==> src/iwh_pkg.sv <==
// Constants shared by the interrupt, watchdog and halt controller
// Assumes a single 125 MHz core clock and core-side instruction strobes
package iwh_pkg;
	// Register offsets in data memory
	localparam logic [7:0] OFS_WDOG_PRESCALE = 8'h09;
	localparam logic [7:0] OFS_IRQ_CONTROL   = 8'h0b;
	localparam logic [7:0] OFS_STATUS        = 8'h0a;
	localparam logic [7:0] OFS_USB_EVENT     = 8'h1a;
	localparam logic [7:0] OFS_USB_FIFO_REQ  = 8'h1b;
	localparam logic [7:0] OFS_SYS_CLK_CFG   = 8'h1c;
	// Interrupt control field positions
	localparam int BIT_GIE  = 0;
	localparam int BIT_UIE  = 1;
	localparam int BIT_TIE  = 3;
	localparam int BIT_UPND = 4;
	localparam int BIT_TPND = 6;
	localparam logic [7:0] IRQ_CTRL_IMPL = 8'h5b;
	// USB event control field positions
	localparam int BIT_SUSPEND = 0;
	localparam int BIT_RESUME  = 3;
	localparam int BIT_BUS_RST = 2;
	// Status field positions
	localparam int BIT_PDF = 4;
	localparam int BIT_TO  = 5;
	// System clock config field position
	localparam int BIT_FREQ_SEL = 0;
	// Vectors
	localparam logic [7:0] VEC_USB   = 8'h04;
	localparam logic [7:0] VEC_TIMER = 8'h0c;
	// Reset values
	localparam logic [7:0] RST_WDOG_PRESCALE = 8'h87;
	localparam logic [7:0] RST_IRQ_CONTROL   = 8'h00;
	localparam logic [7:0] RST_SYS_CLK_CFG   = 8'h00;
	localparam logic [7:0] WDOG_USER_MASK    = 8'hf8;
	// Watchdog geometry
	localparam int WDOG_FIXED_STAGES = 8;
	localparam int WDOG_PRESC_STAGES = 7;
	localparam int INSTR_CLK_DIV     = 4;
	// Wake-up dummy delay in system clock periods
	localparam int WAKE_DELAY_CYCLES = 1024;
	// Halt sequencer states, Gray except from waking back to run
	typedef enum logic [1:0] {
		IWH_RUN    = 2'b00,
		IWH_HALTED = 2'b01,
		IWH_WAKING = 2'b11
	} iwh_halt_state_t;
endpackage

==> src/iwh_wdog_if.sv <==
// Interface between the main controller and the watchdog counter
// Assumes both ends share ref_clk
`timescale 1ns/100ps
interface iwh_wdog_if;
	logic       clear;
	logic       tick;
	logic [2:0] ratio;
	logic       expire;
	modport ctrl (output clear, output tick, output ratio, input expire);
	modport cnt  (input clear, input tick, input ratio, output expire);
endinterface

==> src/iwh_wdog_cnt.sv <==
// Watchdog counter: fixed 256 divider then 1:1..1:128 prescaler
// Assumes tick is a one-cycle watchdog clock event
`timescale 1ns/100ps
module iwh_wdog_cnt #(
	parameter int FIX_W = iwh_pkg::WDOG_FIXED_STAGES,
	parameter int PRE_W = iwh_pkg::WDOG_PRESC_STAGES
) (
	input  wire logic ref_clk,
	input  wire logic reset_n,
	iwh_wdog_if.cnt   wd
);
	logic [FIX_W+PRE_W-1:0] cnt_q;
	logic                   term;

	// Terminal count after 256 times 2 to the ratio ticks
	always_comb begin
		term = (cnt_q[FIX_W-1:0] == '1) &&
			((cnt_q[FIX_W+PRE_W-1:FIX_W] & ((PRE_W'(1) << wd.ratio) - 1'b1))
			== ((PRE_W'(1) << wd.ratio) - 1'b1));
	end

	// Count and clear
	always_ff @(posedge ref_clk) begin
		if (!reset_n || wd.clear) begin
			cnt_q <= '0;
		end else if (wd.tick) begin
			cnt_q <= term ? '0 : cnt_q + 1'b1;
		end
	end

	// Expire pulse
	always_ff @(posedge ref_clk) begin
		if (!reset_n) begin
			wd.expire <= 1'b0;
		end else begin
			wd.expire <= wd.tick && term && !wd.clear;
		end
	end
endmodule

==> src/iwh_wake_timer.sv <==
// Start-up delay timer inserted after a wake-up
// Assumes start is a one-cycle pulse
`timescale 1ns/100ps
module iwh_wake_timer #(
	parameter int CYCLES = iwh_pkg::WAKE_DELAY_CYCLES
) (
	input  wire logic ref_clk,
	input  wire logic reset_n,
	input  wire logic start,
	output logic      done
);
	logic [$clog2(CYCLES+1)-1:0] cnt_q;

	// Count down the dummy period
	always_ff @(posedge ref_clk) begin
		if (!reset_n) begin
			cnt_q <= '0;
			done  <= 1'b0;
		end else if (start) begin
			cnt_q <= ($clog2(CYCLES+1))'(CYCLES - 1);
			done  <= 1'b0;
		end else begin
			done  <= (cnt_q == 1);
			if (cnt_q != 0) begin
				cnt_q <= cnt_q - 1'b1;
			end
		end
	end
endmodule

==> src/iwh_ctrl.sv <==
// Interrupt, watchdog and power-down controller of the core
// Assumes synchronous core strobes and a single-cycle data memory port
`timescale 1ns/100ps
module iwh_ctrl #(
	parameter bit WDOG_ENABLE  = 1'b1,
	parameter bit WDOG_FROM_RC = 1'b1,
	parameter bit WDOG_PAIRED  = 1'b0,
	parameter int ENDPOINTS    = 2
) (
	input  wire logic       ref_clk,
	input  wire logic       reset_n,
	input  wire logic       ext_rst_pin,
	input  wire logic       mem_wr,
	input  wire logic       mem_rd,
	input  wire logic [7:0] mem_addr,
	input  wire logic [7:0] mem_wdata,
	output logic      [7:0] mem_rdata,
	input  wire logic       phase_two_pulse,
	input  wire logic       stack_full,
	input  wire logic       interrupt_exit,
	input  wire logic       subroutine_exit,
	input  wire logic       wdog_kick,
	input  wire logic       wdog_kick_first,
	input  wire logic       wdog_kick_second,
	input  wire logic       halt_exec,
	input  wire logic       rc_osc_tick,
	input  wire logic       timer_overflow,
	input  wire logic [1:0] host_fifo_access,
	input  wire logic       usb_suspend,
	input  wire logic       usb_resume,
	input  wire logic       usb_bus_reset,
	input  wire logic       port_wake,
	output logic            irq_call,
	output logic      [7:0] irq_vector,
	output logic            sys_osc_stop,
	output logic            core_stall,
	output logic            chip_reset,
	output logic            warm_reset
);
	iwh_pkg::iwh_halt_state_t st_q;
	logic [7:0]  irq_control_reg_q;
	logic [7:0]  wdog_prescale_reg_q;
	logic [7:0]  usb_fifo_request_reg_q;
	logic [7:0]  usb_event_ctrl_reg_q;
	logic [7:0]  sys_clock_cfg_reg_q;
	logic        wdog_expired_flag_q;
	logic        powerdown_flag_q;
	logic        kick1_seen_q;
	logic        kick2_seen_q;
	logic [1:0]  div4_q;
	logic        ack_pend_q;
	logic        usb_req;
	logic        tmr_req;
	logic        usb_go;
	logic        tmr_go;
	logic        take;
	logic        kick_clr;
	logic        wr_irq;
	logic        wr_status;
	logic        wake_ev;
	logic        wake_done;
	logic        halting;
	logic        usb_new;
	logic        pnd_usb_at_halt_q;
	logic        pnd_tmr_at_halt_q;
	iwh_wdog_if  wd ();

	// Write decode used for several registers
	function automatic logic hit(input logic [7:0] a, input logic [7:0] o);
		return mem_wr && (a == o);
	endfunction

	assign wr_irq    = hit(mem_addr, iwh_pkg::OFS_IRQ_CONTROL);
	assign wr_status = hit(mem_addr, iwh_pkg::OFS_STATUS);
	assign halting   = halt_exec && (st_q == iwh_pkg::IWH_RUN);

	// USB sources all feed one request
	assign usb_new = (|host_fifo_access) || usb_suspend || usb_resume
		|| usb_bus_reset;

	// Service decision with fixed priority
	always_comb begin
		usb_req = irq_control_reg_q[iwh_pkg::BIT_UPND]
			&& irq_control_reg_q[iwh_pkg::BIT_UIE];
		tmr_req = irq_control_reg_q[iwh_pkg::BIT_TPND]
			&& irq_control_reg_q[iwh_pkg::BIT_TIE];
		take    = phase_two_pulse && !stack_full
			&& irq_control_reg_q[iwh_pkg::BIT_GIE]
			&& (st_q == iwh_pkg::IWH_RUN) && !ack_pend_q;
		usb_go  = take && usb_req;
		tmr_go  = take && tmr_req && !usb_req;
	end

	// Hold off service while a wake still waits out its delay
	always_ff @(posedge ref_clk) begin
		if (!reset_n) begin
			ack_pend_q <= 1'b0;
		end else begin
			ack_pend_q <= (st_q == iwh_pkg::IWH_WAKING) && !wake_done;
		end
	end

	// Interrupt control register; hardware set beats software clear
	always_ff @(posedge ref_clk) begin
		if (!reset_n) begin
			irq_control_reg_q <= iwh_pkg::RST_IRQ_CONTROL;
		end else begin
			if (wr_irq) begin
				irq_control_reg_q <= mem_wdata & iwh_pkg::IRQ_CTRL_IMPL;
			end
			if (usb_go) begin
				irq_control_reg_q[iwh_pkg::BIT_UPND] <= 1'b0;
				irq_control_reg_q[iwh_pkg::BIT_GIE]  <= 1'b0;
			end
			if (tmr_go) begin
				irq_control_reg_q[iwh_pkg::BIT_TPND] <= 1'b0;
				irq_control_reg_q[iwh_pkg::BIT_GIE]  <= 1'b0;
			end
			if (interrupt_exit) begin
				irq_control_reg_q[iwh_pkg::BIT_GIE] <= 1'b1;
			end
			if (usb_new) begin
				irq_control_reg_q[iwh_pkg::BIT_UPND] <= 1'b1;
			end
			if (timer_overflow) begin
				irq_control_reg_q[iwh_pkg::BIT_TPND] <= 1'b1;
			end
		end
	end

	// Interrupt call outputs
	always_ff @(posedge ref_clk) begin
		if (!reset_n) begin
			irq_call   <= 1'b0;
			irq_vector <= 8'h00;
		end else begin
			irq_call   <= usb_go || tmr_go;
			irq_vector <= usb_go ? iwh_pkg::VEC_USB :
				(tmr_go ? iwh_pkg::VEC_TIMER : irq_vector);
		end
	end

	// USB FIFO request and event registers; set wins over firmware clear
	always_ff @(posedge ref_clk) begin
		if (!reset_n) begin
			usb_fifo_request_reg_q <= 8'h00;
			usb_event_ctrl_reg_q   <= 8'h00;
		end else begin
			if (hit(mem_addr, iwh_pkg::OFS_USB_FIFO_REQ)) begin
				usb_fifo_request_reg_q <= mem_wdata;
			end
			if (hit(mem_addr, iwh_pkg::OFS_USB_EVENT)) begin
				usb_event_ctrl_reg_q <= mem_wdata;
			end
			for (int i = 0; i < ENDPOINTS; i++) begin
				if (host_fifo_access[i]) begin
					usb_fifo_request_reg_q[i] <= 1'b1;
				end
			end
			if (usb_suspend) begin
				usb_event_ctrl_reg_q[iwh_pkg::BIT_SUSPEND] <= 1'b1;
			end
			if (usb_resume) begin
				usb_event_ctrl_reg_q[iwh_pkg::BIT_RESUME] <= 1'b1;
			end
			if (usb_bus_reset) begin
				usb_event_ctrl_reg_q[iwh_pkg::BIT_BUS_RST] <= 1'b1;
			end
		end
	end

	// Clock configuration and watchdog prescale registers
	always_ff @(posedge ref_clk) begin
		if (!reset_n) begin
			sys_clock_cfg_reg_q <= iwh_pkg::RST_SYS_CLK_CFG;
			wdog_prescale_reg_q <= iwh_pkg::RST_WDOG_PRESCALE;
		end else begin
			if (hit(mem_addr, iwh_pkg::OFS_SYS_CLK_CFG)) begin
				sys_clock_cfg_reg_q <= mem_wdata;
			end
			if (hit(mem_addr, iwh_pkg::OFS_WDOG_PRESCALE)) begin
				wdog_prescale_reg_q <= mem_wdata;
			end
		end
	end

	// Kick handling, single or paired
	always_ff @(posedge ref_clk) begin
		if (!reset_n || kick_clr) begin
			kick1_seen_q <= 1'b0;
			kick2_seen_q <= 1'b0;
		end else begin
			if (wdog_kick_first) begin
				kick1_seen_q <= 1'b1;
			end
			if (wdog_kick_second) begin
				kick2_seen_q <= 1'b1;
			end
		end
	end

	// A kick counts only when the watchdog exists
	always_comb begin
		if (!WDOG_ENABLE) begin
			kick_clr = 1'b0;
		end else if (WDOG_PAIRED) begin
			kick_clr = (kick1_seen_q || wdog_kick_first)
				&& (kick2_seen_q || wdog_kick_second);
		end else begin
			kick_clr = wdog_kick;
		end
	end

	// Instruction clock is system clock over four
	always_ff @(posedge ref_clk) begin
		if (!reset_n) begin
			div4_q <= 2'b00;
		end else begin
			div4_q <= div4_q + 2'b01;
		end
	end

	// Watchdog clock source and clears
	always_comb begin
		if (WDOG_FROM_RC) begin
			wd.tick = WDOG_ENABLE && rc_osc_tick;
		end else begin
			wd.tick = WDOG_ENABLE && (div4_q == 2'(iwh_pkg::INSTR_CLK_DIV - 1))
				&& (st_q == iwh_pkg::IWH_RUN);
		end
		wd.clear = !ext_rst_pin || kick_clr || halting;
		wd.ratio = wdog_prescale_reg_q[2:0];
	end

	iwh_wdog_cnt u_wdog (
		.ref_clk (ref_clk),
		.reset_n (reset_n),
		.wd      (wd)
	);

	// Wake sources; flags pending before halt are excluded
	always_comb begin
		wake_ev = (st_q == iwh_pkg::IWH_HALTED) && (port_wake
			|| (irq_control_reg_q[iwh_pkg::BIT_UPND] && !pnd_usb_at_halt_q)
			|| (irq_control_reg_q[iwh_pkg::BIT_TPND]
				&& !pnd_tmr_at_halt_q));
	end

	// Watchdog wake from halt also waits out the start-up delay
	iwh_wake_timer u_wake (
		.ref_clk (ref_clk),
		.reset_n (reset_n),
		.start   (wake_ev || (st_q == iwh_pkg::IWH_HALTED && wd.expire)),
		.done    (wake_done)
	);

	// Halt sequencer
	always_ff @(posedge ref_clk) begin
		if (!reset_n || !ext_rst_pin) begin
			st_q <= iwh_pkg::IWH_RUN;
		end else begin
			unique case (st_q)
				iwh_pkg::IWH_RUN: begin
					if (halting) begin
						st_q <= iwh_pkg::IWH_HALTED;
					end
				end
				iwh_pkg::IWH_HALTED: begin
					if (wd.expire || wake_ev) begin
						st_q <= iwh_pkg::IWH_WAKING;
					end
				end
				iwh_pkg::IWH_WAKING: begin
					if (wake_done) begin
						st_q <= iwh_pkg::IWH_RUN;
					end
				end
				default: st_q <= iwh_pkg::IWH_RUN;
			endcase
		end
	end

	// Snapshot of pending flags at halt entry
	always_ff @(posedge ref_clk) begin
		if (!reset_n) begin
			pnd_usb_at_halt_q <= 1'b0;
			pnd_tmr_at_halt_q <= 1'b0;
		end else if (halting) begin
			pnd_usb_at_halt_q <= irq_control_reg_q[iwh_pkg::BIT_UPND];
			pnd_tmr_at_halt_q <= irq_control_reg_q[iwh_pkg::BIT_TPND];
		end
	end

	// Status flags; writes to status leave them alone
	always_ff @(posedge ref_clk) begin
		if (!reset_n) begin
			wdog_expired_flag_q <= 1'b0;
			powerdown_flag_q    <= 1'b0;
		end else begin
			if (kick_clr) begin
				wdog_expired_flag_q <= 1'b0;
				powerdown_flag_q    <= 1'b0;
			end
			if (halting) begin
				powerdown_flag_q    <= 1'b1;
				wdog_expired_flag_q <= 1'b0;
			end
			if (wd.expire) begin
				wdog_expired_flag_q <= 1'b1;
			end
		end
	end

	// Reset and oscillator outputs
	always_ff @(posedge ref_clk) begin
		if (!reset_n) begin
			chip_reset   <= 1'b0;
			warm_reset   <= 1'b0;
			sys_osc_stop <= 1'b0;
			core_stall   <= 1'b0;
		end else begin
			chip_reset   <= wd.expire && (st_q != iwh_pkg::IWH_HALTED);
			warm_reset   <= wd.expire && (st_q == iwh_pkg::IWH_HALTED);
			sys_osc_stop <= halting || (st_q == iwh_pkg::IWH_HALTED
				&& !wake_ev && !wd.expire);
			core_stall   <= halting || (st_q != iwh_pkg::IWH_RUN
				&& !(st_q == iwh_pkg::IWH_WAKING && wake_done));
		end
	end

	// Register read port
	always_ff @(posedge ref_clk) begin
		if (!reset_n) begin
			mem_rdata <= 8'h00;
		end else if (mem_rd) begin
			unique case (mem_addr)
				iwh_pkg::OFS_IRQ_CONTROL:
					mem_rdata <= irq_control_reg_q & iwh_pkg::IRQ_CTRL_IMPL;
				iwh_pkg::OFS_WDOG_PRESCALE: mem_rdata <= wdog_prescale_reg_q;
				iwh_pkg::OFS_USB_FIFO_REQ:  mem_rdata <= usb_fifo_request_reg_q;
				iwh_pkg::OFS_USB_EVENT:     mem_rdata <= usb_event_ctrl_reg_q;
				iwh_pkg::OFS_SYS_CLK_CFG:   mem_rdata <= sys_clock_cfg_reg_q;
				iwh_pkg::OFS_STATUS: begin
					mem_rdata <= 8'h00;
					mem_rdata[iwh_pkg::BIT_PDF] <= powerdown_flag_q;
					mem_rdata[iwh_pkg::BIT_TO]  <= wdog_expired_flag_q;
				end
				default: mem_rdata <= 8'h00;
			endcase
		end
	end
endmodule

==> config.mk <==
export PLATFORM = sky130hd
export DESIGN_NAME = iwh_ctrl
export DESIGN_NICKNAME = d
export VERILOG_FILES = /design/src/iwh_pkg.sv /design/src/iwh_wdog_if.sv /design/src/iwh_wdog_cnt.sv /design/src/iwh_wake_timer.sv /design/src/iwh_ctrl.sv
export SDC_FILE = /design/constraint.sdc
export NUM_CORES = 1
export LEC_CHECK = 0
export ABC_AREA = 0
export CAP_MARGIN = 5
export CORE_MARGIN = 4
export CORE_UTILIZATION = 55
export DETAILED_ROUTE_END_ITERATION = 12
export DONT_BUFFER_PORTS = 1
export PLACE_DENSITY = 0.7
export RECOVER_POWER = 100
export SLEW_MARGIN = 25
export SYNTH_ARGS = -nofsm -noshare
export SYNTH_HDL_FRONTEND = slang
export SYNTH_SLANG_ARGS = --single-unit
export TNS_END_PERCENT = 1
==> constraint.sdc <==
create_clock -name ref_clk -period 2.5 [get_ports ref_clk]
set_input_delay 0.25 -clock ref_clk [delete_from_list [all_inputs] [get_ports ref_clk]]
set_output_delay 0.25 -clock ref_clk [all_outputs]
set_load 0.005 [all_outputs]
==> run summary <==
synth top area cells - dfxtp_1 (43%), mux2i_1 (6.7%), nand3_1 (4.6%)
Synth area leader - dfxtp_1
cts hold-fix bufs - 3
Critical Path RT - 2.72 ns
Distinct cells, synth - 57
Cell Int Power - 2.28 mW
top cell type's share of synthesized area - 0.430
Critical Path Stages - 6
mapped cell area - 0.00405 mm^2
ant diodes - 0
I/O pins - 58
critical path type - register to register
M1 GR Usage - 0.295
CP startpoint kind - register
Crit path max-delay family - compound AO/OA/AOI/OAI gates
vias - 3405
Seq/Total Area, Yosys - 0.430
worst-margin pin slew - 0.630 ns
crit-path max FO - 13
maxcap violations - 0
DP HPWL - 6570 um
post-CTS sizing - 0
initial antenna violation count - 0
post-DR vias/cell - 5.92
slowest cell on the critical path - o2111a_1
Main synth FF type - dfxtp_1
total CTS buffers - 9
Initial Utilization - 0.561
1st-iter DRT viols - 288
total gr overflow - 0
Fill cells - 675
Reg clk slew, reported paths - 0.08 ns
P&R area growth vs syn - 7.72%
switching share of power - 0.267
net switching power - 830 uW
worst skew pair latency - 0.36 ns
sequential share of power - 0.501
Buf/Inv on CP - 0
CP endpoint kind - register
Rel. slew slack - 0.578
Worst path max stage delay - 0.51 ns
die footprint - 0.00880 mm^2
Slew Viols, Final - 0
number of synthesized register bits - 87
CTS tree - done
vias in the first global route - 3060
CTS H-tree depth - 3
Min Clock Period, post-route - 2.28 ns
Antenna Nets Post-Route - 0
global-route wire length before repair - 15000 um
layout cells sized above 1 - 0.0714
met2 Use GR - 0.320
DR pass1 iterations - 5
Gate power share - 0.171
die height - 93.8 um
drt wl/cell - 16.2 um
r2r worst-path depth - 6
DRC - 0
core area - 0.00721 mm^2
cell chain of the critical path - or3_1 > ha_1 > mux2_2 > a21oi_1 > o2111a_1 > o32ai_1
# nets final - 512
total wire length - 9290 um
crit share post-route - 0.910
# rows - 31
Final Hold Viols - 0
GR peak layer - met2
TNS Setup - 0 ns
root buffer cell - clkbuf_8
gr usage total - 0.218
Setup Viol. Count Final - 0
Sink Count - 87
status - finished clean
RSZ-0062 raised after global routing - false
Setup Fix Bufs, Post-CTS - 0
asr flop ratio synth - 0
Yosys warnings - 0
Post-synth EDFFs - 0
Power per Cell Area - 712 mW/mm^2
Synth top cells by count - dfxtp_1 (87), nor2_1 (43), nand2_1 (41), nand3_1 (37), a21oi_1 (36)
synthesized instance count - 473
input/output buffers - 0
maximum clock rate - 439 MHz
leakage power - 1.67 nW
Fin Clk Skew - 0.00947 ns
Clock power frac - 0.328
die width - 93.8 um
CTS Buffer Depth - 2
hold_ws - 0.0164 ns
pin count of the biggest net entering global routing - 21
Worst Hold Class - primary input to register
Placer Congestion - 0.847
hold depth - 1
most numerous cell in the Yosys netlist - dfxtp_1
Crit path arrival time - 2.49 ns
GR Util met3 - 0.0537
Avg Cell Area, Syn - 8.56 um^2
VDD IR max - 0.595 mV
==> per-layer routing <==
layer	up-vias	wire, um	part of all wire
met5	-	0	0
met4	0	258	0.028
met3	18	636	0.068
met2	99	4150	0.45
met1	1603	4240	0.46
li1	1685	-	-
==> logic make-up (layout without fill, tap and decap cells) <==
family	Yosys count	count (layout)	synth area share
other cells	1	6	0.000926
flops	87	87	0.430
xor+xnor	15	15	0.0324
buf+inv	46	44	0.0494
mux	34	34	0.0871
compound gates	98	98	0.156
simple gates	188	188	0.232
fa+ha+maj	4	4	0.0124
==> worst register-to-register path, delay by kind of cell (launching register included) <==
family	cells	cell delay, ns
AOI/OAI and AO/OA	3	0.83
and+or+nand+nor	1	0.40
DFF	1	0.39
muxes	1	0.28
adders and majority gates	1	0.25
==> worst paths after layout <==
kind | to | slack [ns] | startpoint
hold reg to reg | ack_pend_q$_SDFF_PN0_ | 0.42 | u_wake.done$_SDFF_PP0_
hold / removal | irq_control_reg_q[6]$_SDFFE_PN0P_ | 0.02 | timer_overflow
setup / recovery | u_wdog.cnt_q[7]$_SDFFE_PP0P_ | 0.22 | wdog_prescale_reg_q[0]$_SDFFE_PN1P_
setup reg to reg | u_wdog.cnt_q[7]$_SDFFE_PP0P_ | 0.22 | wdog_prescale_reg_q[0]$_SDFFE_PN1P_
==> final cells by class <==
class	instances	area, um^2	share of cell area
inverter	12	45.0	0.0103
tap	99	124	0.0284
clock inverter	2	37.5	0.00860
sequential	87	1740	0.399
clock buffer	14	173	0.0396
multi-input combinational	345	2130	0.488
timing repair buffer	16	115	0.0264
==> registers in the layout (all words and copies together), names as in the netlist, 2 cells and up <==
register,cells
irq_control_reg_q,5
irq_vector,2
mem_rdata,8
st_q,2
sys_clock_cfg_reg_q,8
u_wake.cnt_q,11
u_wdog.cnt_q,15
usb_event_ctrl_reg_q,8
usb_fifo_request_reg_q,8
wdog_prescale_reg_q,8
==> stage by stage <==
step	util	instance area [um^2]	setup slack [ns]	power, mW	std cells
2_1_floorplan	-	4070	0.421	2.06	478
3_3_place_gp	0.573	4130	0.314	2.13	555
3_5_place_dp	0.573	4130	0.271	2.15	555
4_1_cts	0.606	4370	0.266	3.17	574
5_1_grt	0.605	4360	0.0852	3.29	575
6_report	0.605	4360	0.225	3.11	575
==> layout by cell type, fill, tap and decap left out, drive strengths merged, types with 5 or more instances in the layout <==
cell type,Yosys,final
a22o,6,6
nand3,37,37
nand4,6,6
inv,11,11
nand2,41,41
dfxtp,87,87
nor4,6,6
a211oi,7,7
buf,11,8
nor3b,6,6
or4,5,5
o21ai,17,17
nor2,43,43
nor2b,11,11
mux2,7,7
a21oi,37,37
xnor2,13,13
nor3,11,11
conb,1,6
mux2i,27,27
clkbuf,23,18
a22oi,5,5
==> power groups by stage <==
stage,registers [mW],clock network (mW),logic (mW)
detailed placement,1.59,0,0.563
CTS,1.56,1.04,0.573
floorplan,1.57,0,0.488
finish,1.56,1.02,0.531
global placement,1.58,0,0.550
global route,1.57,1.11,0.609
(Power assumes the default switching activity.)
